### src/common/icd_map.svh
// Address map, command field codes and reset values of the command decoder.
// Assumes the includer uses 16-bit bus data and 5-bit byte addresses.
`ifndef ICD_MAP_SVH
`define ICD_MAP_SVH

// Byte offsets of the ports on the register port
`define ICD_OFS_CMD1      5'h00
`define ICD_OFS_DATA1     5'h04
`define ICD_OFS_CMD2      5'h08
`define ICD_OFS_DATA2     5'h0c
`define ICD_OFS_STAT1     5'h10
`define ICD_OFS_STAT2     5'h14

// Whole-command and field codes
`define ICD_CMD_RESET     8'h00
`define ICD_OP5_CLR_PM    5'h02
`define ICD_OP5_CLR_PM_B  5'h03
`define ICD_OP5_CLR_M     5'h04
`define ICD_OP5_CLR_M_B   5'h05
`define ICD_OP5_SET_M     5'h06
`define ICD_OP5_SET_M_B   5'h07
`define ICD_OP5_CLR_P     5'h08
`define ICD_OP5_CLR_P_B   5'h09
`define ICD_OP5_SET_P     5'h0a
`define ICD_OP5_SET_P_B   5'h0b
`define ICD_OP5_CLR_S     5'h0e
`define ICD_OP5_CLR_S_B   5'h0f
`define ICD_OP4_CLR_S_HI  4'h6
`define ICD_OP4_MODE_HI   4'ha
`define ICD_OP4_PRE_MASK  4'hb
`define ICD_OP4_PRE_AC    4'hc
`define ICD_OP3_MODE_LO   3'h4
`define ICD_OP3_PRE_VEC   3'h7

// Master mask control field codes
`define ICD_MM_KEEP       2'h0
`define ICD_MM_SET        2'h1
`define ICD_MM_CLR        2'h2

// Field positions inside the mode register
`define ICD_MODE_LO_MSB   4
`define ICD_MODE_HI_MSB   6
`define ICD_MODE_HI_LSB   5
`define ICD_MM_BIT        7

// Reset values, one-bit base and pointer step
`define ICD_ALL_ONES      8'hff
`define ICD_ALL_ZEROS     8'h00
`define ICD_ONE_BIT       8'h01
`define ICD_COUNT_RST     2'h0
`define ICD_PTR_ZERO      2'h0
`define ICD_PTR_STEP      2'h1

`endif

### src/common/icd_pkg.sv
// Types shared by the command decoder and its vector memory.
// Assumes icd_map.svh holds the numeric constants.
package icd_pkg;

    typedef enum logic [1:0] {
        ICD_TGT_NONE,
        ICD_TGT_MASK,
        ICD_TGT_AUTOCLEAR,
        ICD_TGT_VECTOR
    } icd_target_t;

    // Register state of one group, as seen by the rest of the chip
    typedef struct packed {
        logic [7:0] mode_reg;
        logic [7:0] pending_reg;
        logic [7:0] mask_reg;
        logic [7:0] service_reg;
        logic [7:0] autoclear_reg;
    } icd_grp_t;

    // Events from the priority and acknowledge logic of one group
    typedef struct packed {
        logic [7:0] pend_set;
        logic [7:0] svc_set;
        logic       pop;
        logic [2:0] pop_level;
    } icd_evt_t;

    // One vector byte read out of the vector memory
    typedef struct packed {
        logic       valid;
        logic [7:0] data;
    } icd_vec_t;

endpackage

### src/core/icd_vecmem.sv
// Vector memory of one group: eight levels of four bytes, each a FIFO ring.
// Assumes writes and pops arrive as one-cycle pulses from the decoder.
`timescale 1ns/1ps
`include "icd_map.svh"

module icd_vecmem
(
    // Clock and reset
    input  wire logic             ref_clk_i,
    input  wire logic             rst_i,
    // Preselect and data writes
    input  wire logic             presel_i,
    input  wire logic [2:0]       presel_level_i,
    input  wire logic [1:0]       presel_count_i,
    input  wire logic             wr_i,
    input  wire logic [7:0]       wr_data_i,
    // Read-out side
    input  wire logic             pop_i,
    input  wire logic [2:0]       pop_level_i,
    output icd_pkg::icd_vec_t     vec_o,
    output logic      [1:0]       count_o [8]
);
    import icd_pkg::*;

    logic [7:0] mem_r      [32];
    logic [1:0] wr_ptr_r   [8];
    logic [1:0] rd_ptr_r   [8];
    logic [1:0] count_r    [8];
    logic [2:0] wr_level_r;

    assign count_o = count_r;

    // Memory contents survive every reset
    always_ff @(posedge ref_clk_i)
    begin
        if (wr_i)
            mem_r[{wr_level_r, wr_ptr_r[wr_level_r]}] <= wr_data_i; // [RULE13]
    end

    always_ff @(posedge ref_clk_i or posedge rst_i)
    begin
        if (rst_i)
            wr_level_r <= 3'h0;
        else if (presel_i)
            wr_level_r <= presel_level_i;
    end

    // Byte count only bounds reads; writes never stop at it
    always_ff @(posedge ref_clk_i or posedge rst_i)
    begin
        if (rst_i)
        begin
            for (int i = 0; i < 8; i++)
            begin
                wr_ptr_r[i] <= `ICD_PTR_ZERO;
                rd_ptr_r[i] <= `ICD_PTR_ZERO;
                count_r[i]  <= `ICD_COUNT_RST;
            end
        end
        else
        begin
            if (presel_i)
            begin
                wr_ptr_r[presel_level_i] <= `ICD_PTR_ZERO;
                rd_ptr_r[presel_level_i] <= `ICD_PTR_ZERO;
                count_r[presel_level_i]  <= presel_count_i; // [RULE12]
            end
            else if (wr_i)
                wr_ptr_r[wr_level_r] <= wr_ptr_r[wr_level_r] + `ICD_PTR_STEP; // [RULE13]
            if (pop_i && !(presel_i && presel_level_i == pop_level_i))
            begin
                // Read order follows write order, wrapping after count bytes
                if (rd_ptr_r[pop_level_i] == count_r[pop_level_i])
                    rd_ptr_r[pop_level_i] <= `ICD_PTR_ZERO; // [RULE14]
                else
                    rd_ptr_r[pop_level_i] <= rd_ptr_r[pop_level_i] + `ICD_PTR_STEP; // [RULE14]
            end
        end
    end

    always_ff @(posedge ref_clk_i or posedge rst_i)
    begin
        if (rst_i)
            vec_o <= '0;
        else
        begin
            vec_o.valid <= pop_i;
            if (pop_i)
                vec_o.data <= mem_r[{pop_level_i, rd_ptr_r[pop_level_i]}]; // [RULE14]
        end
    end

endmodule

### src/core/icd_top.sv
// What this block does
// [RULE1] Commands go to low byte of command port
// [RULE2] Reset command: mask ones, others cleared
// [RULE3] Clear one service bit; zero stays zero
// [RULE4] Load mode bits 4..0 from command
// [RULE5] Load mode bits 6,5 from bits 3,2
// [RULE6] Low field keeps, sets or clears master mask
// [RULE7] Illegal field code keeps master mask bit
// [RULE8] Mask preselect routes data writes until next command
// [RULE9] Autoclear preselect routes data writes until next command
// [RULE10] Reads never disturb the preselected target
// [RULE11] Mask and autoclear preselects leave mode alone
// [RULE12] Vector preselect stores count, selects level
// [RULE13] Count limits reads, not writes
// [RULE14] Vector bytes read out in write order
// [RULE15] Software writes exactly count vector bytes
// [RULE16] Software should write one vector, count one
// [RULE17] Bit selector is a plain binary index
// [RULE18] Reset, clear pending and mask, clear pending
// [RULE19] Clear same bit in pending and mask
// [RULE20] Clear all mask bits or one
// [RULE21] Set all mask bits or one
//
// Command decoder of a two-group, eight-level interrupt controller.
// Assumes a single-clock register port with one-cycle strobes.
`timescale 1ns/1ps
`include "icd_map.svh"

module icd_top
(
    // Clock and reset
    input  wire logic                 ref_clk_i,
    input  wire logic                 rst_i,
    // Register port
    input  wire logic [4:0]           addr_i,
    input  wire logic [15:0]          wdata_i,
    input  wire logic                 wr_i,
    input  wire logic                 rd_i,
    output logic      [15:0]          rdata_o,
    // Priority and acknowledge logic
    input  icd_pkg::icd_evt_t [1:0]   evt_i,
    output icd_pkg::icd_grp_t [1:0]   grp_o,
    output icd_pkg::icd_vec_t [1:0]   vec_o
);
    import icd_pkg::*;

    icd_target_t target_r [2];
    logic [1:0]  count_w  [2][8];
    logic [1:0]  cmd_wr;
    logic [1:0]  data_wr;

    // Only the low byte of each command port carries a command
    assign cmd_wr[0]  = wr_i && (addr_i == `ICD_OFS_CMD1); // [RULE1]
    assign cmd_wr[1]  = wr_i && (addr_i == `ICD_OFS_CMD2); // [RULE1]
    assign data_wr[0] = wr_i && (addr_i == `ICD_OFS_DATA1);
    assign data_wr[1] = wr_i && (addr_i == `ICD_OFS_DATA2);

    for (genvar g = 0; g < 2; g++)
    begin : grp
        logic [7:0] cmd;
        logic [4:0] op5;
        logic [3:0] op4;
        logic [2:0] op3;
        logic [7:0] sel_bit;
        logic [7:0] svc_top;
        logic       is_reset;
        logic       presel_vec;
        logic       data_mask;
        logic       data_ac;
        logic       data_vec;

        assign cmd      = wdata_i[7:0]; // [RULE1]
        assign op5      = cmd[7:3];
        assign op4      = cmd[7:4];
        assign op3      = cmd[7:5];
        assign sel_bit  = `ICD_ONE_BIT << cmd[2:0]; // [RULE17]
        assign svc_top  = grp_o[g].service_reg & (~grp_o[g].service_reg + `ICD_ONE_BIT);
        assign is_reset = cmd_wr[g] && (cmd == `ICD_CMD_RESET);
        assign presel_vec = cmd_wr[g] && (op3 == `ICD_OP3_PRE_VEC);
        assign data_mask  = data_wr[g] && (target_r[g] == ICD_TGT_MASK);
        assign data_ac    = data_wr[g] && (target_r[g] == ICD_TGT_AUTOCLEAR);
        assign data_vec   = data_wr[g] && (target_r[g] == ICD_TGT_VECTOR);

        // Write target: only a command write changes it, reads never do
        always_ff @(posedge ref_clk_i or posedge rst_i)
        begin
            if (rst_i)
                target_r[g] <= ICD_TGT_NONE;
            else if (cmd_wr[g])
            begin
                if (op4 == `ICD_OP4_PRE_MASK)
                    target_r[g] <= ICD_TGT_MASK; // [RULE8] [RULE10]
                else if (op4 == `ICD_OP4_PRE_AC)
                    target_r[g] <= ICD_TGT_AUTOCLEAR; // [RULE9] [RULE10]
                else if (op3 == `ICD_OP3_PRE_VEC)
                    target_r[g] <= ICD_TGT_VECTOR; // [RULE12]
                else
                    target_r[g] <= ICD_TGT_NONE; // [RULE8] [RULE9]
            end
        end

        // Pending: a request arriving with a clear still lands
        always_ff @(posedge ref_clk_i or posedge rst_i)
        begin
            if (rst_i)
                grp_o[g].pending_reg <= `ICD_ALL_ZEROS;
            else if (cmd_wr[g])
            begin
                if (is_reset)
                    grp_o[g].pending_reg <= evt_i[g].pend_set; // [RULE2] [RULE18]
                else
                begin
                    case (op5)
                        `ICD_OP5_CLR_PM, `ICD_OP5_CLR_P:
                            grp_o[g].pending_reg <= evt_i[g].pend_set; // [RULE18]
                        `ICD_OP5_CLR_PM_B, `ICD_OP5_CLR_P_B:
                            grp_o[g].pending_reg <= (grp_o[g].pending_reg & ~sel_bit)
                                                    | evt_i[g].pend_set; // [RULE19]
                        `ICD_OP5_SET_P:
                            grp_o[g].pending_reg <= `ICD_ALL_ONES;
                        `ICD_OP5_SET_P_B:
                            grp_o[g].pending_reg <= grp_o[g].pending_reg | sel_bit
                                                    | evt_i[g].pend_set;
                        default:
                            grp_o[g].pending_reg <= grp_o[g].pending_reg
                                                    | evt_i[g].pend_set;
                    endcase
                end
            end
            else
                grp_o[g].pending_reg <= grp_o[g].pending_reg | evt_i[g].pend_set;
        end

        // Mask: command edits and preselected data writes
        always_ff @(posedge ref_clk_i or posedge rst_i)
        begin
            if (rst_i)
                grp_o[g].mask_reg <= `ICD_ALL_ONES;
            else if (data_mask)
                grp_o[g].mask_reg <= wdata_i[7:0]; // [RULE8]
            else if (cmd_wr[g])
            begin
                if (is_reset)
                    grp_o[g].mask_reg <= `ICD_ALL_ONES; // [RULE2]
                else
                begin
                    case (op5)
                        `ICD_OP5_CLR_PM, `ICD_OP5_CLR_M:
                            grp_o[g].mask_reg <= `ICD_ALL_ZEROS; // [RULE18] [RULE20]
                        `ICD_OP5_CLR_PM_B, `ICD_OP5_CLR_M_B:
                            grp_o[g].mask_reg <= grp_o[g].mask_reg & ~sel_bit; // [RULE19] [RULE20]
                        `ICD_OP5_SET_M:
                            grp_o[g].mask_reg <= `ICD_ALL_ONES; // [RULE21]
                        `ICD_OP5_SET_M_B:
                            grp_o[g].mask_reg <= grp_o[g].mask_reg | sel_bit; // [RULE21]
                        default:
                            grp_o[g].mask_reg <= grp_o[g].mask_reg;
                    endcase
                end
            end
        end

        // Service: acknowledge sets a bit unless that level auto-clears
        always_ff @(posedge ref_clk_i or posedge rst_i)
        begin
            if (rst_i)
                grp_o[g].service_reg <= `ICD_ALL_ZEROS;
            else
            begin
                logic [7:0] svc_set;
                logic [7:0] svc_clr;
                svc_set = evt_i[g].svc_set & ~grp_o[g].autoclear_reg;
                svc_clr = `ICD_ALL_ZEROS;
                if (is_reset)
                    svc_clr = `ICD_ALL_ONES; // [RULE2]
                else if (cmd_wr[g] && op4 == `ICD_OP4_CLR_S_HI)
                    svc_clr = svc_top;
                else if (cmd_wr[g] && op5 == `ICD_OP5_CLR_S)
                    svc_clr = `ICD_ALL_ONES;
                else if (cmd_wr[g] && op5 == `ICD_OP5_CLR_S_B)
                    svc_clr = sel_bit; // [RULE3] [RULE17]
                // A clear of a zero bit leaves it zero; set beats clear
                grp_o[g].service_reg <= (grp_o[g].service_reg & ~svc_clr) | svc_set; // [RULE3]
            end
        end

        // Auto-clear: loaded through the data port, cleared by the reset command
        always_ff @(posedge ref_clk_i or posedge rst_i)
        begin
            if (rst_i)
                grp_o[g].autoclear_reg <= `ICD_ALL_ZEROS;
            else if (is_reset)
                grp_o[g].autoclear_reg <= `ICD_ALL_ZEROS; // [RULE2]
            else if (data_ac)
                grp_o[g].autoclear_reg <= wdata_i[7:0]; // [RULE9]
        end

        // Mode: preselect commands fall to the default and keep it
        always_ff @(posedge ref_clk_i or posedge rst_i)
        begin
            if (rst_i)
                grp_o[g].mode_reg <= `ICD_ALL_ZEROS;
            else if (is_reset)
                grp_o[g].mode_reg <= `ICD_ALL_ZEROS; // [RULE2]
            else if (cmd_wr[g] && op3 == `ICD_OP3_MODE_LO)
                grp_o[g].mode_reg[`ICD_MODE_LO_MSB:0] <= cmd[`ICD_MODE_LO_MSB:0]; // [RULE4]
            else if (cmd_wr[g] && op4 == `ICD_OP4_MODE_HI)
            begin
                grp_o[g].mode_reg[`ICD_MODE_HI_MSB:`ICD_MODE_HI_LSB] <= cmd[3:2]; // [RULE5] [RULE7]
                case (cmd[1:0])
                    `ICD_MM_SET:
                        grp_o[g].mode_reg[`ICD_MM_BIT] <= 1'b1; // [RULE6]
                    `ICD_MM_CLR:
                        grp_o[g].mode_reg[`ICD_MM_BIT] <= 1'b0; // [RULE6]
                    default:
                        grp_o[g].mode_reg[`ICD_MM_BIT] <= grp_o[g].mode_reg[`ICD_MM_BIT]; // [RULE6] [RULE7]
                endcase
            end
            else
                grp_o[g].mode_reg <= grp_o[g].mode_reg; // [RULE11]
        end

        // Software is trusted to write exactly count bytes per level
        icd_vecmem u_vecmem
        (
            .ref_clk_i      (ref_clk_i),
            .rst_i          (rst_i),
            .presel_i       (presel_vec), // [RULE12]
            .presel_level_i (cmd[2:0]),
            .presel_count_i (cmd[4:3]),
            .wr_i           (data_vec), // [RULE15]
            .wr_data_i      (wdata_i[7:0]),
            .pop_i          (evt_i[g].pop),
            .pop_level_i    (evt_i[g].pop_level),
            .vec_o          (vec_o[g]),
            .count_o        (count_w[g])
        );
    end

    // Read data stands only in the cycle after the strobe
    always_ff @(posedge ref_clk_i or posedge rst_i)
    begin
        if (rst_i)
            rdata_o <= 16'h0000;
        else if (rd_i)
        begin
            case (addr_i)
                `ICD_OFS_CMD1:
                    rdata_o <= {grp_o[0].service_reg, grp_o[0].pending_reg};
                `ICD_OFS_DATA1:
                    rdata_o <= {grp_o[0].autoclear_reg, grp_o[0].mask_reg};
                `ICD_OFS_CMD2:
                    rdata_o <= {grp_o[1].service_reg, grp_o[1].pending_reg};
                `ICD_OFS_DATA2:
                    rdata_o <= {grp_o[1].autoclear_reg, grp_o[1].mask_reg};
                `ICD_OFS_STAT1:
                    rdata_o <= {6'h00, target_r[0], grp_o[0].mode_reg};
                `ICD_OFS_STAT2:
                    rdata_o <= {6'h00, target_r[1], grp_o[1].mode_reg};
                default:
                    rdata_o <= 16'h0000;
            endcase
        end
        else
            rdata_o <= 16'h0000;
    end

endmodule

### config.mk
export PLATFORM = sky130hd
export DESIGN_NAME = icd_top
export DESIGN_NICKNAME = d
export VERILOG_FILES = /design/src/common/icd_pkg.sv /design/src/core/icd_vecmem.sv /design/src/core/icd_top.sv
export VERILOG_INCLUDE_DIRS = /design/src /design/src/common
export SDC_FILE = /design/constraint.sdc
export NUM_CORES = 1
export LEC_CHECK = 0
export ABC_AREA = 1
export BUFFER_PORTS_ARGS = -buffer_cell sky130_fd_sc_hd__buf_2
export CAP_MARGIN = 20
export CORE_MARGIN = 3
export CORE_UTILIZATION = 52
export DETAILED_ROUTE_END_ITERATION = 10
export PLACE_DENSITY = 0.74
export SKIP_LAST_GASP = 1
export SYNTH_ARGS = -nofsm -noshare
export SYNTH_HDL_FRONTEND = slang
export SYNTH_SLANG_ARGS = --single-unit
### constraint.sdc
create_clock -name ref_clk_i -period 8.89 [get_ports ref_clk_i]
set_input_delay 0.889 -clock ref_clk_i [delete_from_list [all_inputs] [get_ports ref_clk_i]]
set_output_delay 0.889 -clock ref_clk_i [all_outputs]
set_load 0.005 [all_outputs]
### Word-level counts from Yosys, hierarchy flattened

Memories as Yosys holds them, arrays and structs flattened. A register that Yosys moved wholly into a read port is not among the register bits.
Index checks and enable logic that the tools add are counted.

* RAM bits: 512
* bits in registers: 204
* memories kept: 2
* input bits: 65
* word-level logic and storage cells: 317

Memories
* grp[0].u_vecmem.mem_r: words 32, bits a word 8, rd ports 1, clocked after Yosys merged registers in 1, wr ports 1, RTL line icd_vecmem.sv:25 `logic [7:0] mem_r [32];`
* grp[1].u_vecmem.mem_r: words 32, bits a word 8, rd ports 1, clocked after Yosys merged registers in 1, wr ports 1, RTL line icd_vecmem.sv:25

* multiplexer cells: 88
* equal/unequal tests: 37
* $lt $le $gt $ge: 10
* reductions and logical operators: 61
* bitwise logic cells: 43
* shift-type cells: 1
* add/sub/neg operators: 6

Operators by type and width (count)
* 8-bit 2-to-1 mux: 24
* 16-bit 2-to-1 mux: 11
* 8-bit case mux with 4 select lines: 4
* 16-bit bitwise AND: 6
* 16-bit bitwise mux: 6
* 8-bit OR: 12
* 16-bit case mux with 6 select lines: 1
* 8-bit bitwise AND: 10
* 8-bit NOT: 7
* 16-bit NOT: 3
* 5-bit by 4-bit == test with 1-bit output (second input constant): 8
* 2-bit 2-to-1 mux: 20
* 2-bit binary-select mux with 3-bit select: 6
* 1-bit logical AND: 33
* 2-bit demux with 3-bit select: 5
* 5-bit by 3-bit == test with 1-bit output (second input constant): 5
* 4-bit >= comparator (second input constant): 5
* 4-bit by 1-bit less-than comparator with 1-bit output (second input constant): 5
* 3-bit NOT with 4-bit output: 5
* 2-bit nonzero test: 10
* 8-bit by 1-bit adder with 8-bit output (second input constant): 2
* 4-bit == test (second input constant): 3
* 3-bit 2-to-1 mux: 4
* 6-bit nonzero test: 2
* other kinds (21): 49

### Longest topological paths before layout

* depth in word-level cells: 11
* mapped depth: 19

### Hierarchy

From an unflattened synthesis, not the netlist that was laid out.

* cells, all modules: 3521
* area, all modules: 33428.3 µm²

By module, submodules not included
* icd_vecmem at grp[1].u_vecmem: area an instance 13518.0 µm², times used 1, cells an instance 1298, sequential area each 9188.8 µm²
* icd_vecmem at grp[0].u_vecmem: area an instance 13504.2 µm², times used 1, cells an instance 1298, sequential area each 9188.8 µm²
* icd_top: area an instance 6406.1 µm², times used 1, cells an instance 925, sequential area each 2522.4 µm²

### Worst setup path after synthesis

Ideal clock, no wire load.

* kind: input-to-reg
* start: in addr_i[1]
* end: mem grp[0].u_vecmem.mem_r[24][0], enable pin
* path buffers: 1
* slack: 6.073 ns
* data arrival time: 2.447 ns
* data required time: 8.520 ns
* cell stages on the path: 9
* cells stage by stage: nor2_4 > nand3_1 > nor2_2 > inv_1 > nor2_4 > nand3_2 > or2_0 > clkbuf_1 > nor2_1

* word-level cells in the longest chain between the ends: 5

RTL lines
* start: declaration: RTL line icd_top.sv:35 `input wire logic [4:0] addr_i,`
* 5-bit by 3-bit == test with 1-bit output
* 1-bit logical AND: RTL line icd_top.sv:55 `` assign data_wr[0] = wr_i && (addr_i == `ICD_OFS_DATA1); ``
* 1-bit logical AND: RTL line icd_top.sv:82 `assign data_vec = data_wr[g] && (target_r[g] == ICD_TGT_VECTOR);`
* 1-bit 2-to-1 mux: RTL line icd_vecmem.sv:36 `if (wr_i)`
* 1-bit 2-to-1 mux (implied by the code): RTL line icd_vecmem.sv:37 `mem_r[{wr_level_r, wr_ptr_r[wr_level_r]}] <= wr_data_i;`
* end: declaration: RTL line icd_vecmem.sv:25

Every way passes these cells.

### Final worst setup path

* start: in evt_i[0] in the netlist's numbering
* end: reg grp[0].u_vecmem.vec_o[5] (netlist name)

* word-level cells in the longest chain between the ends: 4

RTL lines
* start: declaration: RTL line icd_top.sv:41 `input icd_pkg::icd_evt_t [1:0] evt_i,`
* 3-bit NOT with 4-bit output (implied by the code): RTL line icd_vecmem.sv:89 `vec_o.data <= mem_r[{pop_level_i, rd_ptr_r[pop_level_i]}];`
* 2-bit binary-select mux with 3-bit select: RTL line icd_vecmem.sv:89
* 2-bit 2-to-1 mux (implied by the code) (2 in a row): RTL line icd_vecmem.sv:89

Several ways; a longest one is shown, not always the timed one. The select of a mux whose other input is x is not followed.
A chain may end at the register's enable or synchronous reset.

==> results.md <==
* Synth cell types at 54
* Die Height at 263 µm
* Final GP Congestion at 0.969
* Yosys reg bits at 732
* Top cells by area, synth: edfxtp_1 (45%), dfrtp_1 (15%), nand2_1 (9.8%)
* Core ar. at 64900 µm²
* Startpoint types: input pin
* Die W at 263 µm
* Synthesized Nets at 3705
* CTS tree: built
* Final slew viol count at 0
* Post-route minimum period at 4.04 ns
* Total of warnings raised by yosys at 0
* Post-synth design cell area at 34400 µm²
* Avg WL per Cell at 19.6 µm
* Routed WL at 91.2 mm
* Reg2Reg Launch Point: grp[0].u_vecmem.rd_ptr_r[8]$_DFF_PP0_
* Post-CTS setup buffers at 0
* Initial antenna violation count at 1
* Fin crit share at 45.5%
* Final hold vios at 0
* Layout fillers at 5413
* Post-synth ARST share at 30.1%
* Mapped Cells at 3632
* Most numerous cell in the Yosys netlist: nand2_1
* Slew headroom at 32.2%
* Cell count after placement at 4525
* Maxcap violations at 0
* # resized after CTS at 0
* CP peak stage delay at 0.79 ns
* Worst-Skew Late Latency at 0.61 ns
* Leakage power at 0.0163 µW
* Max Fanout on Critical Path at 68
* HPWL Detailed at 57.3 mm
* Ant diodes at 0
* Total grt overflow at 0
* Sequential Area at 20900 µm²
* I/O pin total at 179
* TritonCTS Sinks at 732
* Largest net degree at the start of global routing at 140
* Worst min-delay path category: in -> async
* CP dominant cell by count: nand2_1
* Finished Layout Cells at 4650
* Status: finished, final reports clean
* Total CTS buffers at 71
* DR pass1 iterations at 6
* Worst-margin pin slew at 1.01 ns
* Crit path cell chain: buf_2 -> inv_2 -> nand2_1 -> nand2_1 -> nand2_1 -> nand2_1 -> nand2_4 -> nand2_4 -> buf_4 -> nand2_1 -> nand3_1 -> nand2_1 -> nand2_1 -> nand2_1 -> nor2_1 -> nand3_1 -> nand2_1 -> inv_1
* Area share of the leading cell type in the synthesized netlist at 44.7%
* Area taken by multi-input logic gates at 10700 µm²
* Worst clock skew at 0.0298 ns
* Setup crit start: evt_i[0]
* Core Rows at 93
* Area leader, netlist: edfxtp_1
* RSZ-0062 raised after global routing: false
* CTS max path bufs at 3
* Reg clk slew, reported paths at 0.06 ns
* GRT Overall Usage at 25.8%
* Final setup viols at 0
* Top cells by count, synth: nand2_1 (895), edfxtp_1 (512), inv_1 (497), nand3_1 (431), dfrtp_1 (204)
* FMAX at 0.247 GHz
* Global-route wire length before repair at 141 mm
* Post-synth EDFFs at 512
* Setup TNS at 0 ns
* Root buffer cell: clkbuf_16
* Peak VDD IR at 0.000156 V
* Pwr Density at 224 nW/µm²
* Ys flop type: edfxtp_1
* Vias at 26411
* Slowest-stage cell, CP: nand2_4
* Fin nets at 3816
* Critical path class: in -> reg
* Sequential area share after synthesis at 60.8%
* Initial Util at 52.9%
* H-Tree Depth at 3
* Share of cells above drive strength 1 at 10.3%
* WP data required at 9.39 ns
* CP endpoint kind: flip-flop
* Die ar. at 69200 µm²
* Vias in the first global route at 24953
* Detail Route Antenna Nets at 0
* Crit path arrival time at 4.54 ns
* P&R area growth vs syn at 10.2%
* Cts hold-fix bufs at 0
* DRC viols at 0
* Port bufs at 170
* Syn_area_per_cell at 9.46 µm²
* Starting DRT DRC Count at 3024
* Via density at 5.68
[layout by cell type, fill, tap and decap left out, types with 26 or more instances in the layout]
cell / count
a21oi_1: 101
o21ai_0: 190
buf_4: 30
buf_2: 164
o22ai_1: 44
o21ai_1: 26
nand3b_1: 160
nand3_1: 431
dfrtp_1: 204
a31oi_1: 28
clkbuf_16: 74
nor2_1: 193
nand2_1: 894
edfxtp_1: 512
inv_1: 495
[final cells by class]
cell class	instances	share of cell area [%]
Clock buffer	98	5.23
Clock inverter	27	0.439
Inverter	531	5.30
Multi-Input combinational cell	2213	28.3
Sequential cell	732	55.2
Tap cell	855	2.82
Timing Repair Buffer	194	2.76
[logic make-up (layout without fill, tap and decap cells)]
family                     Yosys count  in the layout  synth area share [%]
AOI/OAI and AO/OA                  432            432                  6.97
xor gates and xnor gates            11             11                 0.357
adders and majority gates            8              8                 0.291
buffers and inverters              687            850                  8.19
DFF                                732            732                  60.8
and+or+nand+nor                   1762           1762                  23.4
[worst paths after layout]
path	endpoint	slack, ns	cells past startpoint
max	grp[0].u_vecmem.vec_o[5]$_DFFE_PP0P_	4.85	18
min	grp[0].u_vecmem.vec_o[3]$_DFFE_PP0P_	0.43	2
max reg2reg	grp[0].u_vecmem.vec_o[5]$_DFFE_PP0P_	5.20	16
min reg2reg	grp[0].u_vecmem.count_o[9]$_DFFE_PP0P_	0.49	2
max in group asynchronous	grp[0].u_vecmem.wr_ptr_r[0]$_DFFE_PP0P_	6.99	3
min in group ref_clk_i	grp_o[15]$_DFF_PP0_	0.49	3
[metrics by stage]
stage | instance area [µm²] | total power, µW | utilization [%] | hold slack [ns] | setup WS [ns]
after floorplan | 34400 | 5160 | - | 0.453 | 2.01
after global placement | 35700 | 5650 | 55.0 | 0.467 | 4.36
after detailed placement | 35700 | 5690 | 55.0 | 0.474 | 4.31
after CTS | 37900 | 8480 | 58.3 | 0.440 | 4.96
after global routing | 37900 | 8850 | 58.3 | 0.480 | 4.58
final | 37900 | 8480 | 58.3 | 0.431 | 4.85
[registers in the layout (all words and copies together), names as in the netlist]
signal	flops
rdata_o	16
grp.u_vecmem.rd_ptr_r	32
grp.u_vecmem.mem_r	512
target_r	4
grp.u_vecmem.count_o	32
grp_o	80
grp.u_vecmem.wr_ptr_r	32
grp.u_vecmem.wr_level_r	6
grp.u_vecmem.vec_o	18
[routing by layer]
layer / wire (µm) / track usage, %
met1: 36600 / 34.9
met2: 42600 / 41.5
met3: 8600 / 4.30
met4: 3440 / 10.6
met5: 0 / 0
[where the power goes]
part	switching [µW]	leakage (µW)	total, µW	internal, µW
sequential	96.8	0.00718	3890	3800
clock	1270	0.00103	2830	1570
combinational	1250	0.00811	1750	498
[worst max-delay path: cells and delay by family]
kind	cells	cell delay, ns
buf+inv	4	1.13
simple gates	14	2.36
No activity file was read; power rests on OpenSTA's default activity.
